### config.mk
export PLATFORM = sky130hd
export DESIGN_NAME = tt2_timer
export DESIGN_NICKNAME = d
export VERILOG_FILES = /design/src/inc/tt2_pkg.sv /design/src/hw/tt2_fall_detect.sv /design/src/hw/tt2_timer.sv
export SDC_FILE = /design/constraint.sdc
export NUM_CORES = 1
export LEC_CHECK = 0
export ABC_AREA = 1
export BUFFER_PORTS_ARGS = -buffer_cell sky130_fd_sc_hd__clkbuf_2
export CELL_PAD_IN_SITES_DETAIL_PLACEMENT = 1
export CELL_PAD_IN_SITES_GLOBAL_PLACEMENT = 1
export CORE_MARGIN = 5
export CORE_UTILIZATION = 45
export DETAILED_ROUTE_END_ITERATION = 10
export PLACE_DENSITY = 0.86
export SKIP_CTS_REPAIR_TIMING = 1
export SLEW_MARGIN = 20
export SYNTH_ARGS = -nofsm -noshare
export SYNTH_HDL_FRONTEND = slang
export SYNTH_SLANG_ARGS = --single-unit
### constraint.sdc
create_clock -name ref_clk -period 5.2 [get_ports ref_clk]
set_input_delay 1.04 -clock ref_clk [delete_from_list [all_inputs] [get_ports ref_clk]]
set_output_delay 1.04 -clock ref_clk [all_outputs]
set_load 0.01 [all_outputs]
### src/inc/tt2_pkg.sv
package tt2_pkg;

  // special-function register addresses
  localparam logic [7:0] ADDR_CTRL   = 8'hc8;
  localparam logic [7:0] ADDR_CAP_LO = 8'hca;
  localparam logic [7:0] ADDR_CAP_HI = 8'hcb;
  localparam logic [7:0] ADDR_CNT_LO = 8'hcc;
  localparam logic [7:0] ADDR_CNT_HI = 8'hcd;

  // timer_two_control bit positions
  localparam int BIT_OVERFLOW_FLAG = 7;
  localparam int BIT_EXTERNAL_FLAG = 6;
  localparam int BIT_RECEIVE_CLK   = 5;
  localparam int BIT_TRANSMIT_CLK  = 4;
  localparam int BIT_EXT_ENABLE    = 3;
  localparam int BIT_RUN_CONTROL   = 2;
  localparam int BIT_COUNTER_SEL   = 1;
  localparam int BIT_CAPTURE_SEL   = 0;

  // values after reset
  localparam logic [7:0]  CTRL_RESET  = 8'h00;
  localparam logic [15:0] COUNT_RESET = 16'h0000;
  localparam logic [15:0] CAP_RESET   = 16'h0000;
  localparam logic [7:0]  RDATA_IDLE  = 8'h00;

  // count value at which the next tick rolls over
  localparam logic [15:0] COUNT_MAX = 16'hffff;

  // pin synchroniser depth before any logic looks at a pin
  localparam int SYNC_STAGES = 2;

endpackage

### src/hw/tt2_fall_detect.sv
`timescale 1ns/10ps
module tt2_fall_detect (
  input  wire logic ref_clk,
  input  wire logic resetn,
  input  wire logic pin,
  output logic      level,
  output logic      fall
);

  logic meta_q, meta_d;
  logic sync_q, sync_d;
  logic prev_q, prev_d;

  // meta_q feeds sync_q and nothing else
  always_comb begin
    meta_d = pin;
    sync_d = meta_q;
    prev_d = sync_q;
  end

  always_ff @(posedge ref_clk) begin
    if (!resetn) begin
      meta_q <= 1'b1;
      sync_q <= 1'b1;
      prev_q <= 1'b1;
    end else begin
      meta_q <= meta_d;
      sync_q <= sync_d;
      prev_q <= prev_d;
    end
  end

  // falling edge from two successive synchronised samples
  assign level = sync_q;
  assign fall  = prev_q & ~sync_q;

endmodule

### src/hw/tt2_timer.sv
// Behaviour
// - capture mode, no enable: overflow sets flag
// - trigger falling edge captures count into capture bytes
// - capturing edge sets external flag, may interrupt
// - either serial clock select bit gives baud mode
// - serial clock select blocks overflow flag setting
// - baud mode: trigger edge still sets external flag
// - overflow flag set by hardware, cleared by software
// - external flag set on enabled edge, software clears
// - receive select picks this or other overflow
// - transmit select picks this or other overflow
// - enable gates trigger edges; ignored when cleared
// - counts only while run control is set
// - counter select: pin edges, else core clock
// - capture select chooses mode; baud forces reload
// - count bytes live, capture bytes capture/reload
// - autoreload: rollover sets flag, reloads count
// - autoreload with enable: trigger edge reloads, flags
`timescale 1ns/10ps
module tt2_timer (
  input  wire logic       ref_clk,
  input  wire logic       resetn,
  input  wire logic [7:0] sfr_addr,
  input  wire logic       sfr_wr,
  input  wire logic       sfr_rd,
  input  wire logic [7:0] sfr_wdata,
  output logic      [7:0] sfr_rdata,
  output logic            sfr_sel,
  input  wire logic       count_pin,
  input  wire logic       trigger_pin,
  input  wire logic       timer1_overflow,
  output logic            rx_clock_pulse,
  output logic            tx_clock_pulse,
  output logic            overflow_pulse,
  output logic            overflow_flag,
  output logic            external_flag
);

  function automatic logic addr_is(input logic [7:0] a, input logic [7:0] r);
    addr_is = (a == r);
  endfunction

  logic [7:0]  ctrl_q, ctrl_d;
  logic [15:0] count_q, count_d;
  logic [15:0] cap_q, cap_d;
  logic [7:0]  rdata_q, rdata_d;
  logic        rx_q, rx_d;
  logic        tx_q, tx_d;
  logic        ovp_q, ovp_d;

  logic        run, cnt_sel, cap_sel, exen, rclk_sel, transmit_clock_select_sel, baud;
  logic        count_fall, trig_fall;
  logic        tick, ovf, trig_evt, do_capture, do_trig_reload, do_reload;
  logic        wr_ctrl, wr_cap_lo, wr_cap_hi, wr_cnt_lo, wr_cnt_hi, wr_cnt;
  logic [7:0]  read_mux;

  tt2_fall_detect u_count_pin (
    .ref_clk (ref_clk),
    .resetn  (resetn),
    .pin     (count_pin),
    .level   (),
    .fall    (count_fall)
  );

  tt2_fall_detect u_trigger_pin (
    .ref_clk (ref_clk),
    .resetn  (resetn),
    .pin     (trigger_pin),
    .level   (),
    .fall    (trig_fall)
  );

  assign run      = ctrl_q[tt2_pkg::BIT_RUN_CONTROL];
  assign cnt_sel  = ctrl_q[tt2_pkg::BIT_COUNTER_SEL];
  assign cap_sel  = ctrl_q[tt2_pkg::BIT_CAPTURE_SEL];
  assign exen     = ctrl_q[tt2_pkg::BIT_EXT_ENABLE];
  assign rclk_sel = ctrl_q[tt2_pkg::BIT_RECEIVE_CLK];
  assign transmit_clock_select_sel = ctrl_q[tt2_pkg::BIT_TRANSMIT_CLK];

  assign baud = rclk_sel | transmit_clock_select_sel;

  // one count per core clock as timer, per synchronised pin fall as counter
  assign tick = run & (cnt_sel ? count_fall : 1'b1);
  assign ovf  = tick & (count_q == tt2_pkg::COUNT_MAX);

  // trigger edges are gated by the enable in every mode
  assign trig_evt       = trig_fall & exen;
  assign do_capture     = trig_evt & ~baud & cap_sel;
  assign do_trig_reload = trig_evt & ~baud & ~cap_sel;
  // baud mode ignores capture select and reloads on overflow
  assign do_reload      = (ovf & (baud | ~cap_sel)) | do_trig_reload;

  assign wr_ctrl   = sfr_wr & addr_is(sfr_addr, tt2_pkg::ADDR_CTRL);
  assign wr_cap_lo = sfr_wr & addr_is(sfr_addr, tt2_pkg::ADDR_CAP_LO);
  assign wr_cap_hi = sfr_wr & addr_is(sfr_addr, tt2_pkg::ADDR_CAP_HI);
  assign wr_cnt_lo = sfr_wr & addr_is(sfr_addr, tt2_pkg::ADDR_CNT_LO);
  assign wr_cnt_hi = sfr_wr & addr_is(sfr_addr, tt2_pkg::ADDR_CNT_HI);
  assign wr_cnt    = wr_cnt_lo | wr_cnt_hi;

  assign sfr_sel = addr_is(sfr_addr, tt2_pkg::ADDR_CTRL)
                 | addr_is(sfr_addr, tt2_pkg::ADDR_CAP_LO)
                 | addr_is(sfr_addr, tt2_pkg::ADDR_CAP_HI)
                 | addr_is(sfr_addr, tt2_pkg::ADDR_CNT_LO)
                 | addr_is(sfr_addr, tt2_pkg::ADDR_CNT_HI);

  always_comb begin
    read_mux = tt2_pkg::RDATA_IDLE;
    if (addr_is(sfr_addr, tt2_pkg::ADDR_CTRL)) begin
      read_mux = ctrl_q;
    end else if (addr_is(sfr_addr, tt2_pkg::ADDR_CAP_LO)) begin
      read_mux = cap_q[7:0];
    end else if (addr_is(sfr_addr, tt2_pkg::ADDR_CAP_HI)) begin
      read_mux = cap_q[15:8];
    end else if (addr_is(sfr_addr, tt2_pkg::ADDR_CNT_LO)) begin
      read_mux = count_q[7:0];
    end else if (addr_is(sfr_addr, tt2_pkg::ADDR_CNT_HI)) begin
      read_mux = count_q[15:8];
    end
  end

  // control register and its two sticky flags
  always_comb begin
    ctrl_d = ctrl_q;
    if (wr_ctrl) begin
      ctrl_d = sfr_wdata;
    end
    // a set in the same cycle as a software clear wins
    if (ovf && !baud) begin
      ctrl_d[tt2_pkg::BIT_OVERFLOW_FLAG] = 1'b1;
    end
    if (trig_evt) begin
      ctrl_d[tt2_pkg::BIT_EXTERNAL_FLAG] = 1'b1;
    end
  end

  // live count: software byte write beats the hardware update
  always_comb begin
    count_d = count_q;
    if (do_reload) begin
      count_d = cap_q;
    end else if (tick) begin
      count_d = count_q + 16'h0001;
    end
    if (wr_cnt_lo) begin
      count_d[7:0] = sfr_wdata;
    end
    if (wr_cnt_hi) begin
      count_d[15:8] = sfr_wdata;
    end
  end

  // capture/reload pair: a capture beats a software write so no event is lost
  always_comb begin
    cap_d = cap_q;
    if (wr_cap_lo) begin
      cap_d[7:0] = sfr_wdata;
    end
    if (wr_cap_hi) begin
      cap_d[15:8] = sfr_wdata;
    end
    if (do_capture) begin
      cap_d = count_q;
    end
  end

  // serial clock routing and read data, all registered
  always_comb begin
    rx_d    = rclk_sel ? ovf : timer1_overflow;
    tx_d    = transmit_clock_select_sel ? ovf : timer1_overflow;
    ovp_d   = ovf;
    rdata_d = sfr_rd ? read_mux : tt2_pkg::RDATA_IDLE;
  end

  always_ff @(posedge ref_clk) begin
    if (!resetn) begin
      ctrl_q  <= tt2_pkg::CTRL_RESET;
      count_q <= tt2_pkg::COUNT_RESET;
      cap_q   <= tt2_pkg::CAP_RESET;
      rdata_q <= tt2_pkg::RDATA_IDLE;
      rx_q    <= 1'b0;
      tx_q    <= 1'b0;
      ovp_q   <= 1'b0;
    end else begin
      ctrl_q  <= ctrl_d;
      count_q <= count_d;
      cap_q   <= cap_d;
      rdata_q <= rdata_d;
      rx_q    <= rx_d;
      tx_q    <= tx_d;
      ovp_q   <= ovp_d;
    end
  end

  assign sfr_rdata      = rdata_q;
  assign rx_clock_pulse = rx_q;
  assign tx_clock_pulse = tx_q;
  assign overflow_pulse = ovp_q;
  assign overflow_flag  = ctrl_q[tt2_pkg::BIT_OVERFLOW_FLAG];
  assign external_flag  = ctrl_q[tt2_pkg::BIT_EXTERNAL_FLAG];
endmodule

-- Word-level counts from Yosys, hierarchy flattened
Index checks and enable logic that the tools add are counted.
- register bits after elaboration: 57
- input port bits: 23
- $add $sub $neg: 1
- eq/ne operators: 6
- mux-type cells: 18
- bitwise operators: 25
- reduce and logical (&&, ||, !) cells: 9
- operators by type and width (cell ; number):
    8-bit 2-to-1 mux ; 10
    16-bit 2-to-1 mux ; 3
    8-bit equality test (second input constant) ; 5
    16-bit by 1-bit adder with 16-bit output (second input constant) ; 1
    16-bit equality test (second input constant) ; 1
    1-bit bitwise AND ; 14
    2-bit nonzero test ; 4
    1-bit bitwise OR ; 7
    3-bit nonzero test ; 2
    1-bit 2-to-1 mux ; 5
    1-bit inverter ; 4
    2-bit AND reduction ; 1
    1-bit logical AND ; 1
    1-bit logical NOT ; 1

-- Longest topological paths before layout
Gate-level depths: netlist (run 1).
- depth in word-level cells: 9
- depth in mapped cells: 12
- mapped depth without buffers: 12

-- Hierarchy
Synthesis (run 1) repeated with hierarchy kept, for this count alone.
- cell total of the unflattened synthesis: 497
- area, all modules: 3274.4 sq um
- by module, submodules not included (module ; times used ; cells each ; area each (sq um) ; sequential area each (sq um)):
    tt2_timer ; 1 ; 475 ; 3094.2 ; 1021.0
    tt2_fall_detect ; 2 ; 11 ; 90.1 ; 60.1

-- Least setup slack after synthesis (run 1)
No wires, ideal clock.
- path type: input-to-output
- from: input port sfr_addr[6]
- to: output port sfr_sel
- arrival time: 1.901 ns
- slack: 2.259 ns
- cell stages on the path: 4
- cells stage by stage: nand2_1 > nor3_4 > nand3_4 > o2111ai_1
- longest elaborated chain between the ends: 5
- RTL lines (element ; line ; text):
    start: declaration ; tt2_timer.sv:23 ; input wire logic [7:0] sfr_addr,
    8-bit equality test ; tt2_timer.sv:40 ; addr_is = (a == r);
    1-bit bitwise OR ; tt2_timer.sv:101 ; | addr_is(sfr_addr, tt2_pkg::ADDR_CAP_LO)
    1-bit bitwise OR ; tt2_timer.sv:102 ; | addr_is(sfr_addr, tt2_pkg::ADDR_CAP_HI)
    1-bit bitwise OR ; tt2_timer.sv:103 ; | addr_is(sfr_addr, tt2_pkg::ADDR_CNT_LO)
    1-bit bitwise OR (*) ; tt2_timer.sv:104 ; | addr_is(sfr_addr, tt2_pkg::ADDR_CNT_HI);
    end: declaration ; tt2_timer.sv:28 ; output logic sfr_sel,
Mark *: on every way between the ends. The rest lies on a longest branch, timed or not.

-- Final worst setup path (run 1)
- from: input port sfr_addr[5]
- to: output port sfr_sel
Same word-level chain as after synthesis.

==> key figures, run 1 <==
Run status
  • Status: finished, final reports clean

Placed design
  • Post-DP HPWL: 9.216 mm
  • # port buffers: 36
  • GPL Wtd Cong: roughly 0.96

Logic synthesis
  • Cell taking the most area after synthesis: dfxtp_1
  • Top post-synthesis cells by area: dfxtp_1 34%, nand2_1 13%, inv_1 7.5%, nor2_1 6.3%, nand3_1 5.6%
  • Avg Inst Size Synth: 6.586 um^2
  • Syn Nets: 540
  • Synthesized instance count: ~520
  • Top-area cell type share of the netlist area: 0.3358
  • Post-synthesis sequential area ratio: 0.3358
  • Synth Cell Area: between 3000 and 4000 um^2
  • Register bit total from synthesis: between 50 and 60
  • Synthesis Warnings: 0
  • Library cells used by synthesis: 37

Pwr
  • Leak Pwr: 0.001527 uW
  • Worst IR Drop VDD: 0.0001307 V
  • Power per Cell Area: 239.4 nW/um^2

Die
  • Row Count: 31
  • Die width: slightly below 100 um
  • Core Area: 7292 um^2
  • IO Pins: 37
  • Full die area: about 9400 um^2
  • Starting Density: 0.4660
  • Die H: 96.90 um

Final layout
  • Syn-to-layout area delta: 12.85%
  • Layout cells sized above 1: 0.1971
  • Final net count: just under 600
  • Diode count: 0

Clock tree
  • CTS Sinks: 57
  • Htree depth: 3
  • Clk root buf: clkbuf_8
  • CTS tree: yes
  • Clk pin slew, worst setup/hold paths: 0.07 ns
  • Clock latency on the worst-skew pair: roughly 0.34 ns
  • CTS Buf Count: 9
  • Clk buf depth: 2

STA
  • Slew Limit Fails: 0
  • Worst slew margin: 0.5688
  • Final setup viols: 0
  • Fin crit share: 0.6448
  • Unrepaired setup endpoints after global routing: false
  • Final min period: ~3.4 ns
  • Worst slew pin tran: 0.6462 ns
  • Setup TNS: 0 ns
  • Final Hold Viols: 0
  • Final Skew: 0.009383 ns
  • Achievable frequency: 298.3 MHz
  • Hold slack final: ~0.42 ns

Routing
  • Final wirelength: roughly 12 mm
  • DR iter-0 viols: 255
  • Via density: roughly 5.5
  • Post-route DRC: 0
  • Post-route ant nets: 0
  • Drt first pass iters: 5
  • Routed wire per std cell: about 18 um
  • Via count: 3602

Worst setup path
  • Setup crit start kind: input pin
  • Worst setup startpoint: sfr_addr[5]
  • Critical path type: in2out
  • CP top delay family: simple AND/OR/NAND/NOR gates
  • Largest stage delay, worst path: roughly 0.46 ns
  • Reg2reg start: ctrl_q[4]$_SDFFE_PN0P_
  • Worst path arrival time: between 2 and 2.5 ns
  • Critical path buffers and inverters: 2
  • Slowest stage cell, crit path: nor3_4
  • CP Max Fanout: 8
  • CP Capture Type: primary output
  • Critical Path Most Common Cell: clkbuf_2
  • CP required: 4.16 ns
  • Critical path, cell by cell: clkbuf_2, nor3_4, nand2_1, o2111ai_1, clkbuf_2

Worst hold path
  • Hold Crit Class: reg2reg
  • Hold_sp: u_trigger_pin.meta_q$_SDFF_PN1_

Global routing
  • First-pass GRT wire length: slightly below 20 mm
  • Pin count of the biggest net entering global routing: 24
  • Gr usage total: 0.2588
  • Gr ovfl total: 0
  • Antenna violations before repair: 0
  • Vias in the first global route: 3687

Job
  • Total of max-cap violations: 0
-- area by class of cell --
type                       count  area (um^2)
inverter                      85        319.1
fill                        1041         3457
multi-input combinational    363         1867
tap                           99        123.9
timing repair buffer          37        187.7
clock inverter                 5        55.05
sequential                    57         1141
clock buffer                  11        141.4
-- logic make-up (layout without fill, tap and decap cells) --
kind of cell | Yosys count | after routing | synth area share
compound gates | 108 | 108 | 0.1900
buf+inv | 96 | 138 | 0.1149
fa+ha+maj | 1 | 1 | 0.003681
xor+xnor | 8 | 8 | 0.02062
simple gates | 246 | 246 | 0.3351
flops | 57 | 57 | 0.3358
-- placed cells by master (no fill, tap or decap), types with 2 or more instances in the layout --
master      instances
o21ai_1            25
clkinv_1            2
nand2_4             3
nand4_1             4
a21oi_2             9
clkinv_2            2
inv_1              68
o21ai_2             9
a21oi_1            33
nand2_2             6
or2_2               4
nor2_8              2
clkbuf_2           36
clkbuf_8           10
xor2_1              7
nand2_1           115
nor2_1             57
nand3_2             4
nor3_1              8
clkinvlp_4          2
dfxtp_1            57
a31oi_1             2
nand3_1            38
inv_2              15
o221ai_1            5
o22ai_1             2
o21ai_0            20
-- cell usage after synthesis, drive strengths merged --
| cell | number |
|---|---|
| o22ai | 2 |
| inv | 83 |
| a31oi | 3 |
| or2 | 4 |
| o2111ai | 1 |
| o221ai | 5 |
| nand4 | 4 |
| clkbuf | 4 |
| o21ai | 54 |
| nor3 | 10 |
| a21oi | 42 |
| clkinv | 2 |
| xor2 | 7 |
| dfxtp | 57 |
| buf | 7 |
| nand2 | 124 |
| xnor2 | 1 |
| nor2 | 61 |
| nand3 | 43 |
| ha | 1 |
| o31ai | 1 |
-- power breakdown --
group / switching (uW) / internal (uW)
sequential: 1.18 / 439
clock: 196 / 233
combinational: 34.3 / 13.7
-- worst reg2reg max path, cell delays in order, from the launching register on --
cell and delay (ns):
dfxtp_1 0.38, inv_1 0.10, nand2_1 0.09, inv_2 0.11
nand2_1 0.18, nor2_2 0.56, inv_2 0.30, nand2_1 0.32
inv_2 0.17, nand2_1 0.10, a21oi_1 0.06
-- worst paths after layout --
path / cells past startpoint / slack [ns] / to
worst max-delay path: 5 / 1.85 / sfr_sel
worst min-delay path: 1 / 0.42 / u_trigger_pin.level$_SDFF_PN1_
worst max register to register: 10 / 2.70 / cap_q[1]$_SDFFE_PN0P_
worst min register to register: 1 / 0.42 / u_trigger_pin.level$_SDFF_PN1_
-- state kept, by name (all words and copies together) (netlist names) --
signal                count
sfr_rdata                 8
u_trigger_pin.meta_q      1
overflow_pulse            1
u_count_pin.prev_q        1
u_count_pin.meta_q        1
ctrl_q                    8
rx_clock_pulse            1
u_trigger_pin.prev_q      1
u_trigger_pin.level       1
u_count_pin.level         1
tx_clock_pulse            1
count_q                  16
cap_q                    16
-- stage by stage --
step                      std cells  cell area (um^2)  power [uW]  setup slack [ns]    util
final                           657              3835       917.9             1.847  0.5259
after global routing            657              3835       945.8             1.764  0.5259
after CTS                       657              3835       917.8             1.867  0.5259
after detailed placement        641              3638       498.0             1.865  0.4990
after global placement          641              3638       495.8             1.924  0.4990
after floorplan                 516              3398       473.7             2.259       -
-- per-layer routing --
metal | global-route usage | routed length, um | vias up
li1 | - | - | 1730
met1 | 0.3322 | 5388 | 1748
met2 | 0.4437 | 5913 | 110
met3 | 0.05396 | 596 | 14
met4 | 0.05940 | 213 | 0
met5 | 0 | 0 | -
No activity file was read; power rests on OpenSTA's default activity.
==> run 2: changes to the inputs <==
--- a/config.mk
+++ b/config.mk
@@ -10,9 +10,9 @@
 export CELL_PAD_IN_SITES_DETAIL_PLACEMENT = 1
 export CELL_PAD_IN_SITES_GLOBAL_PLACEMENT = 1
 export CORE_MARGIN = 5
-export CORE_UTILIZATION = 45
+export CORE_UTILIZATION = 42
 export DETAILED_ROUTE_END_ITERATION = 10
-export PLACE_DENSITY = 0.86
+export PLACE_DENSITY = 0.81
 export SKIP_CTS_REPAIR_TIMING = 1
 export SLEW_MARGIN = 20
 export SYNTH_ARGS = -nofsm -noshare
==> constraint.sdc (replaced) <==
create_clock -name ref_clk -period 3.2 [get_ports ref_clk]
set_input_delay 0.64 -clock ref_clk [delete_from_list [all_inputs] [get_ports ref_clk]]
set_output_delay 0.64 -clock ref_clk [all_outputs]
set_load 0.01 [all_outputs]
==> run 2 against run 1 <==
Register-to-register slack worse by 1.8 ns. Non-clock buffer count is 1 higher. Clock power is 40% higher. First-iteration DRC count is 24% higher. Highest routed layer unchanged.
==> key figures, run 2 (synthesized netlist as in run 1, its figures left out) <==
Run status
  • Status: finished, final reports clean

Clock tree
  • Htree depth: 3 (unchanged)
  • CTS Buf Count: 9 (unchanged)
  • CTS tree: yes
  • Clk root buf: clkbuf_8
  • Clk pin slew, worst setup/hold paths: 0.07 ns (about the same)
  • Clk buf depth: 2 (unchanged)
  • Clock latency on the worst-skew pair: 0.35 ns (about the same)
  • CTS Sinks: 57 (unchanged)

Global routing
  • Antenna violations before repair: 0 (unchanged)
  • Vias in the first global route: 3808 (+3.3%)
  • Gr usage total: 0.2536 (-0.005178)
  • Gr ovfl total: 0 (unchanged)
  • First-pass GRT wire length: 19.62 mm (+0.99%)
  • Pin count of the biggest net entering global routing: 36 (+50%)

STA
  • Unrepaired setup endpoints after global routing: false
  • Final Skew: 0.007605 ns (-0.001777 ns)
  • Setup TNS: 0 ns (unchanged)
  • Final Hold Viols: 0 (unchanged)
  • Slew Limit Fails: 0 (unchanged)
  • Final setup viols: 0 (unchanged)
  • Achievable frequency: between 300 and 400 MHz
  • Final min period: between 2 and 3 ns
  • Worst slew margin: 0.6662 (+0.09743)
  • Worst slew pin tran: 0.4965 ns (-0.1497 ns)
  • Fin crit share: 0.7964

Routing
  • Routed wire per std cell: 18.05 um (-2.1%)
  • Post-route ant nets: 0 (unchanged)
  • Final wirelength: 11.93 mm (-1.5%)
  • Drt first pass iters: 4 (-1)
  • Post-route DRC: 0 (unchanged)
  • Via density: 5.369 (-2.1%)
  • Via count: 3549 (-1.5%)
  • DR iter-0 viols: 315 (+24%)

Worst setup path
  • CP Capture Type: primary output
  • Setup crit start kind: input pin
  • Largest stage delay, worst path: 0.41 ns (-0.05 ns)
  • Critical path, cell by cell: clkbuf_2, nand2_1, nor3_4, nand2_1, o2111ai_1, clkbuf_2
  • Critical path type: in2out
  • Worst path arrival time: 1.91 ns (-0.40 ns)
  • Slowest stage cell, crit path: nor3_4
  • CP Max Fanout: 8 (unchanged)
  • CP required: 2.56 ns (-1.60 ns)

Die
  • Die width: 99.95 um (+3.1%)
  • Row Count: 32 (+3.2%)
  • Starting Density: 0.4353 (-0.03077)
  • Die H: 99.95 um (+3.1%)
  • Full die area: 9990 um^2 (+6.4%)
  • IO Pins: 37 (unchanged)
  • Core Area: 7807 um^2 (+7.1%)

Pwr
  • Power per Cell Area: 365.0 nW/um^2 (+52%)
  • Worst IR Drop VDD: 0.0001827 V (+40%)
  • Leak Pwr: 0.001526 uW (about the same)

Placed design
  • Post-DP HPWL: 9.285 mm (+0.74%)
  • GPL Wtd Cong: 0.9318 (-2.6%)
  • # port buffers: 36 (unchanged)

Final layout
  • Most common cell after layout, fill and taps aside: nand2_1
  • Diode count: 0 (unchanged)
  • Top flop regs: cap_q: 16 flops, count_q: 16 flops
  • Syn-to-layout area delta: 12.48%
  • Util after Layout: 0.4896 (-0.03633)
  • Layout cells sized above 1: 0.1986 (+0.001436)
  • Most frequent cells in the layout: 115 x nand2_1, 68 x inv_1, 57 x nor2_1, 57 x dfxtp_1, 38 x nand3_1
  • Final net count: 578 (+0.17%)

Job
  • Total of max-cap violations: 0 (unchanged)

Worst hold path
  • Hold Crit Class: reg2reg
[run 2: cell count changes in the layout (fill, tap and decap cells not counted)]
cell / before / now
clkinvlp_4: 2 / 1
clkinv_4: 0 / 1
bufinv_16: 1 / 0
buf_4: 1 / 2
clkinv_2: 2 / 3
[run 2: report_power, final]
| part | leakage, uW | switching [uW] | internal [uW] |
|---|---|---|---|
| clock network | 0.0000891 | 302 | 299 |
| logic | 0.000976 | 55.3 | 22.2 |
| registers | 0.000461 | 2.03 | 714 |
| total | 0.00153 | 360 | 1040 |
[run 2: worst paths after layout]
kind / from / end / cells after the start / slack (ns)
min: u_count_pin.level$_SDFF_PN1_ / u_count_pin.prev_q$_SDFF_PN1_ / 2 / 0.42
min reg2reg: u_count_pin.level$_SDFF_PN1_ / u_count_pin.prev_q$_SDFF_PN1_ / 2 / 0.42
max: sfr_addr[6] / sfr_sel / 6 / 0.65
max reg2reg: ctrl_q[4]$_SDFFE_PN0P_ / cap_q[5]$_SDFFE_PN0P_ / 11 / 0.93
[run 2: layer usage]
metal,track usage,share of wire,vias to the layer above
met4,0.1061,0.030,0
met5,0,0,-
met3,0.03614,0.048,28
met2,0.4253,0.48,85
met1,0.3250,0.44,1703
li1,-,-,1733
[run 2: metrics by stage]
stage	setup WS [ns]	hold slack [ns]	total power [uW]	area, um^2	std cells
floorplan	1.059	0.3917	769.8	3398	516
global placement	0.7678	0.3991	805.7	3650	645
detailed placement	0.6342	0.4202	809.8	3650	645
CTS	0.6414	0.4239	1408	3822	661
global route	0.5193	0.4449	1462	3822	661
finish	0.6514	0.4204	1395	3822	661
[run 2: layout make-up]
type | instances | area (um^2)
Inverter | 85 | 319.1
Sequential cell | 57 | 1141
Clock buffer | 11 | 141.4
Tap cell | 102 | 127.6
Timing Repair Buffer | 38 | 195.2
Fill cell | 1093 | 3985
Multi-Input combinational cell | 363 | 1867
Clock inverter | 5 | 31.28
[run 2: worst max-delay path: cells and delay by family]
family / cells / cell delay [ns]
AND/OR/NAND/NOR: 3 / 0.81
buffers and inverters: 2 / 0.26
AO/OA/AOI/OAI: 1 / 0.20
==> run 3: changes to the inputs <==
--- a/config.mk
+++ b/config.mk
@@ -5,12 +5,12 @@
 export SDC_FILE = /design/constraint.sdc
 export NUM_CORES = 1
 export LEC_CHECK = 0
-export ABC_AREA = 1
+export ABC_AREA = 0
 export BUFFER_PORTS_ARGS = -buffer_cell sky130_fd_sc_hd__clkbuf_2
 export CELL_PAD_IN_SITES_DETAIL_PLACEMENT = 1
 export CELL_PAD_IN_SITES_GLOBAL_PLACEMENT = 1
 export CORE_MARGIN = 5
-export CORE_UTILIZATION = 42
+export CORE_UTILIZATION = 45
 export DETAILED_ROUTE_END_ITERATION = 10
 export PLACE_DENSITY = 0.81
 export SKIP_CTS_REPAIR_TIMING = 1
==> constraint.sdc (replaced) <==
create_clock -name ref_clk -period 2.5 [get_ports ref_clk]
set_input_delay 0.5 -clock ref_clk [delete_from_list [all_inputs] [get_ports ref_clk]]
set_output_delay 0.5 -clock ref_clk [all_outputs]
set_load 0.01 [all_outputs]
==> run 3 against run 2 <==
Clock skew up 0.0059 ns. Final area shrank 1.4%. Sequential share of layout area grew 0.44 points. Count of clock-buffer cells in the layout down 2. Non-clock buffer count rose by 15. Synthesized cell count is 29% lower. Utilization rose by 3.5 points. Worst hold slack got worse by 0.096 ns. Critical path type is now reg2reg. Synthesized area shrank 3.1%. Largest cell class unchanged. Routed wire length shrank 6.9%.
==> key figures, run 3 <==
Run status
  • Status: finished, final reports clean

Logic synthesis
  • EDFF count, synth: 0 (unchanged)
  • Top-area cell type share of the netlist area: 0.3464 (+0.01059)
  • Top post-synthesis cells by area: dfxtp_1 35%, mux2i_1 11%, o21ai_0 4.4%, o22ai_1 3.4%, a21oi_1 3.3%
  • Synth Cell Area: 3294 um^2 (-3.1%)
  • Register bit total from synthesis: 57 (unchanged)
  • Synth top cells by count: 57 x dfxtp_1, 35 x mux2i_1, 29 x o21ai_0, 28 x nand2_1, 22 x a21oi_1
  • Avg Inst Size Synth: 8.977 um^2 (+36%)
  • Most common cell in the netlist: dfxtp_1
  • Post-synthesis async set-or-reset flop share: 0 (unchanged)
  • Library cells used by synthesis: 57 (+54%)
  • Ys flop type: dfxtp_1
  • Synthesis Warnings: 0 (unchanged)
  • Syn Nets: 391 (-28%)
  • Cell taking the most area after synthesis: dfxtp_1
  • Post-synthesis sequential area ratio: 0.3464 (+0.01059)
  • Synthesized instance count: 367 (-29%)

STA
  • Achievable frequency: 447.3 MHz
  • Unrepaired setup endpoints after global routing: false
  • Final min period: 2.236 ns
  • Worst Setup Slack, final: 0.2642 ns (-0.3872 ns)
  • Worst slew pin tran: 0.6985 ns (+0.2020 ns)
  • Final setup viols: 0 (unchanged)
  • Hold slack final: 0.3246 ns (-0.09576 ns)
  • Setup TNS: 0 ns (unchanged)
  • Final Hold Viols: 0 (unchanged)
  • Final Skew: 0.01349 ns (+0.005883 ns)
  • Worst slew margin: 0.5343 (-0.1319)
  • Fin crit share: 0.8943
  • Slew Limit Fails: 0 (unchanged)

Pwr
  • Power per Cell Area: 545.3 nW/um^2 (+49%)
  • Leak Pwr: 0.001661 uW (+8.9%)
  • Worst IR Drop VDD: 0.0002229 V (+22%)
  • Overall power: 2054 uW (+47%)

Die
  • Core Area: 7176 um^2 (-8.1%)
  • Full die area: 9132 um^2 (-8.6%)
  • IO Pins: 37 (unchanged)
  • Die H: 95.56 um (-4.4%)
  • Row Count: 31 (-3.1%)
  • Starting Density: 0.4591 (+0.02385)
  • Die width: 95.56 um (-4.4%)

Final layout
  • Final Cell Area: 3767 um^2 (-1.4%)
  • Layout cells sized above 1: 0.2269 (+0.02836)
  • Top flop regs: cap_q: 16 flops, count_q: 16 flops
  • Most frequent cells in the layout: 57 x dfxtp_1, 36 x clkbuf_2, 35 x mux2i_1
  • Final net count: 420 (-27%)
  • Syn-to-layout area delta: 14.36%
  • Fillers: 844 (-23%)
  • Diode count: 0 (unchanged)
  • Most common cell after layout, fill and taps aside: dfxtp_1

Worst hold path
  • Hold Crit Class: in2reg
  • Worst hold stages: 2 (unchanged)
  • Worst Hold End: u_count_pin.meta_q$_SDFF_PN1_
  • Hold_sp: count_pin

Routing
  • Drt first pass iters: 4 (unchanged)
  • Final wirelength: 11.11 mm (-6.9%)
  • Post-route DRC: 0 (unchanged)
  • Via count: 3106 (-12%)
  • Via density: 6.212 (+16%)
  • DR iter-0 viols: 201 (-36%)
  • Post-route ant nets: 0 (unchanged)
  • Routed wire per std cell: 22.22 um (+23%)

Worst setup path
  • CP Max Fanout: 14 (+6)
  • R2R setup slack: 0.26 ns (-0.67 ns)
  • R2R depth: 6 (-5)
  • CP Capture Type: flop
  • Reg2reg end: count_q[4]$_SDFFE_PN0P_
  • Worst setup startpoint: count_q[1]$_SDFFE_PN0P_
  • CP required: 2.77 ns (+0.21 ns)
  • Setup crit start kind: flop
  • Reg2reg start: count_q[1]$_SDFFE_PN0P_
  • Critical path type: reg2reg
  • Worst path arrival time: 2.50 ns (+0.59 ns)

Clock tree
  • CTS Buf Count: 9 (unchanged)
  • CTS Sinks: 57 (unchanged)
  • Clk root buf: clkbuf_8
  • Clk pin slew, worst setup/hold paths: 0.07 ns (about the same)
  • Clock latency on the worst-skew pair: 0.36 ns (about the same)
  • CTS tree: yes
  • Htree depth: 3 (unchanged)
  • Clk buf depth: 2 (unchanged)

Placed design
  • Post-DP HPWL: 7.783 mm (-16%)
  • Place WS: 0.3189 ns (-0.3152 ns)
  • GPL Wtd Cong: 0.9200 (-1.3%)
  • Post-DP Area: 3542 um^2 (-2.9%)
  • # port buffers: 36 (unchanged)

Job
  • Total of max-cap violations: 0 (unchanged)

Global routing
  • Pin count of the biggest net entering global routing: 33 (-8.3%)
  • Gr usage total: 0.2609 (+0.007341)
  • Gr ovfl total: 0 (unchanged)
  • First-pass GRT wire length: 17.73 mm (-9.6%)
  • Antenna violations before repair: 0 (unchanged)
  • Vias in the first global route: 3228 (-15%)
## run 3: cell types whose count changed after synthesis, sizes merged, moves of 8 or more
| cell | before | now |
|---|---|---|
| a221oi | 0 | 10 |
| nand3 | 43 | 10 |
| nor2 | 61 | 6 |
| inv | 83 | 4 |
| o22ai | 2 | 18 |
| a21oi | 42 | 22 |
| nor2b | 0 | 9 |
| nand2 | 124 | 29 |
| clkbuf | 4 | 14 |
| o211a | 0 | 8 |
| buf | 7 | 21 |
| mux2i | 0 | 35 |
| o21ai | 54 | 37 |
## run 3: per-layer routing
layer	routed length (um)	track usage	up-vias
li1	-	-	1428
met1	4502	0.3285	1526
met2	5274	0.4175	123
met3	907	0.04736	29
met4	427	0.1469	0
met5	0	0	-
## run 3: power by group
| part | internal, uW | switching (uW) |
|---|---|---|
| registers | 914 | 3.57 |
| clock network | 569 | 429 |
| logic | 48.9 | 89.9 |
| total | 1530 | 522 |
## run 3: metrics by stage
stage               cells    util
detailed placement    484  0.4936
global placement      484  0.4936
global route          500  0.5250
finish                500  0.5250
floorplan             367       -
CTS                   500  0.5250
## run 3: worst max path at each step
stage | cells after the start | end | slack [ns]
2_1_floorplan | 8 | count_q[3]$_SDFFE_PN0P_ | 0.50
3_5_place_dp | 6 | count_q[10]$_SDFFE_PN0P_ | 0.32
3_3_place_gp | 6 | count_q[13]$_SDFFE_PN0P_ | 0.38
5_1_grt | 6 | count_q[11]$_SDFFE_PN0P_ | 0.13
4_1_cts | 6 | count_q[4]$_SDFFE_PN0P_ | 0.29
6_report | 6 | count_q[4]$_SDFFE_PN0P_ | 0.26
## run 3: critical path, cell delays in order, from the launching register on
cell and delay, ns:
dfxtp_1 0.44, ha_1 0.28, nand3_2 0.20, a2111oi_4 0.40, a41o_2 0.47, a221oi_1 0.14
o22ai_1 0.22
## run 3: logic make-up after synthesis
logic type	Yosys count	synth area share
AOI/OAI and AO/OA	122	0.2510
and+or+nand+nor	98	0.1922
DFF	57	0.3464
buffers and inverters	39	0.06039
muxes	35	0.1063
xor gates and xnor gates	15	0.03988
adders and majority gates	1	0.003797
## run 3: final cells by class
type / instances / area [um^2] / share of cell area
inverters: 4 / 15.01 / 0.003985
well taps: 99 / 123.9 / 0.03288
repair buffers: 53 / 307.8 / 0.08170
multi-input cells: 271 / 1954 / 0.5188
flip-flops and latches: 57 / 1141 / 0.3029
clock inverters: 7 / 101.3 / 0.02690
clock buffers: 9 / 123.9 / 0.03288
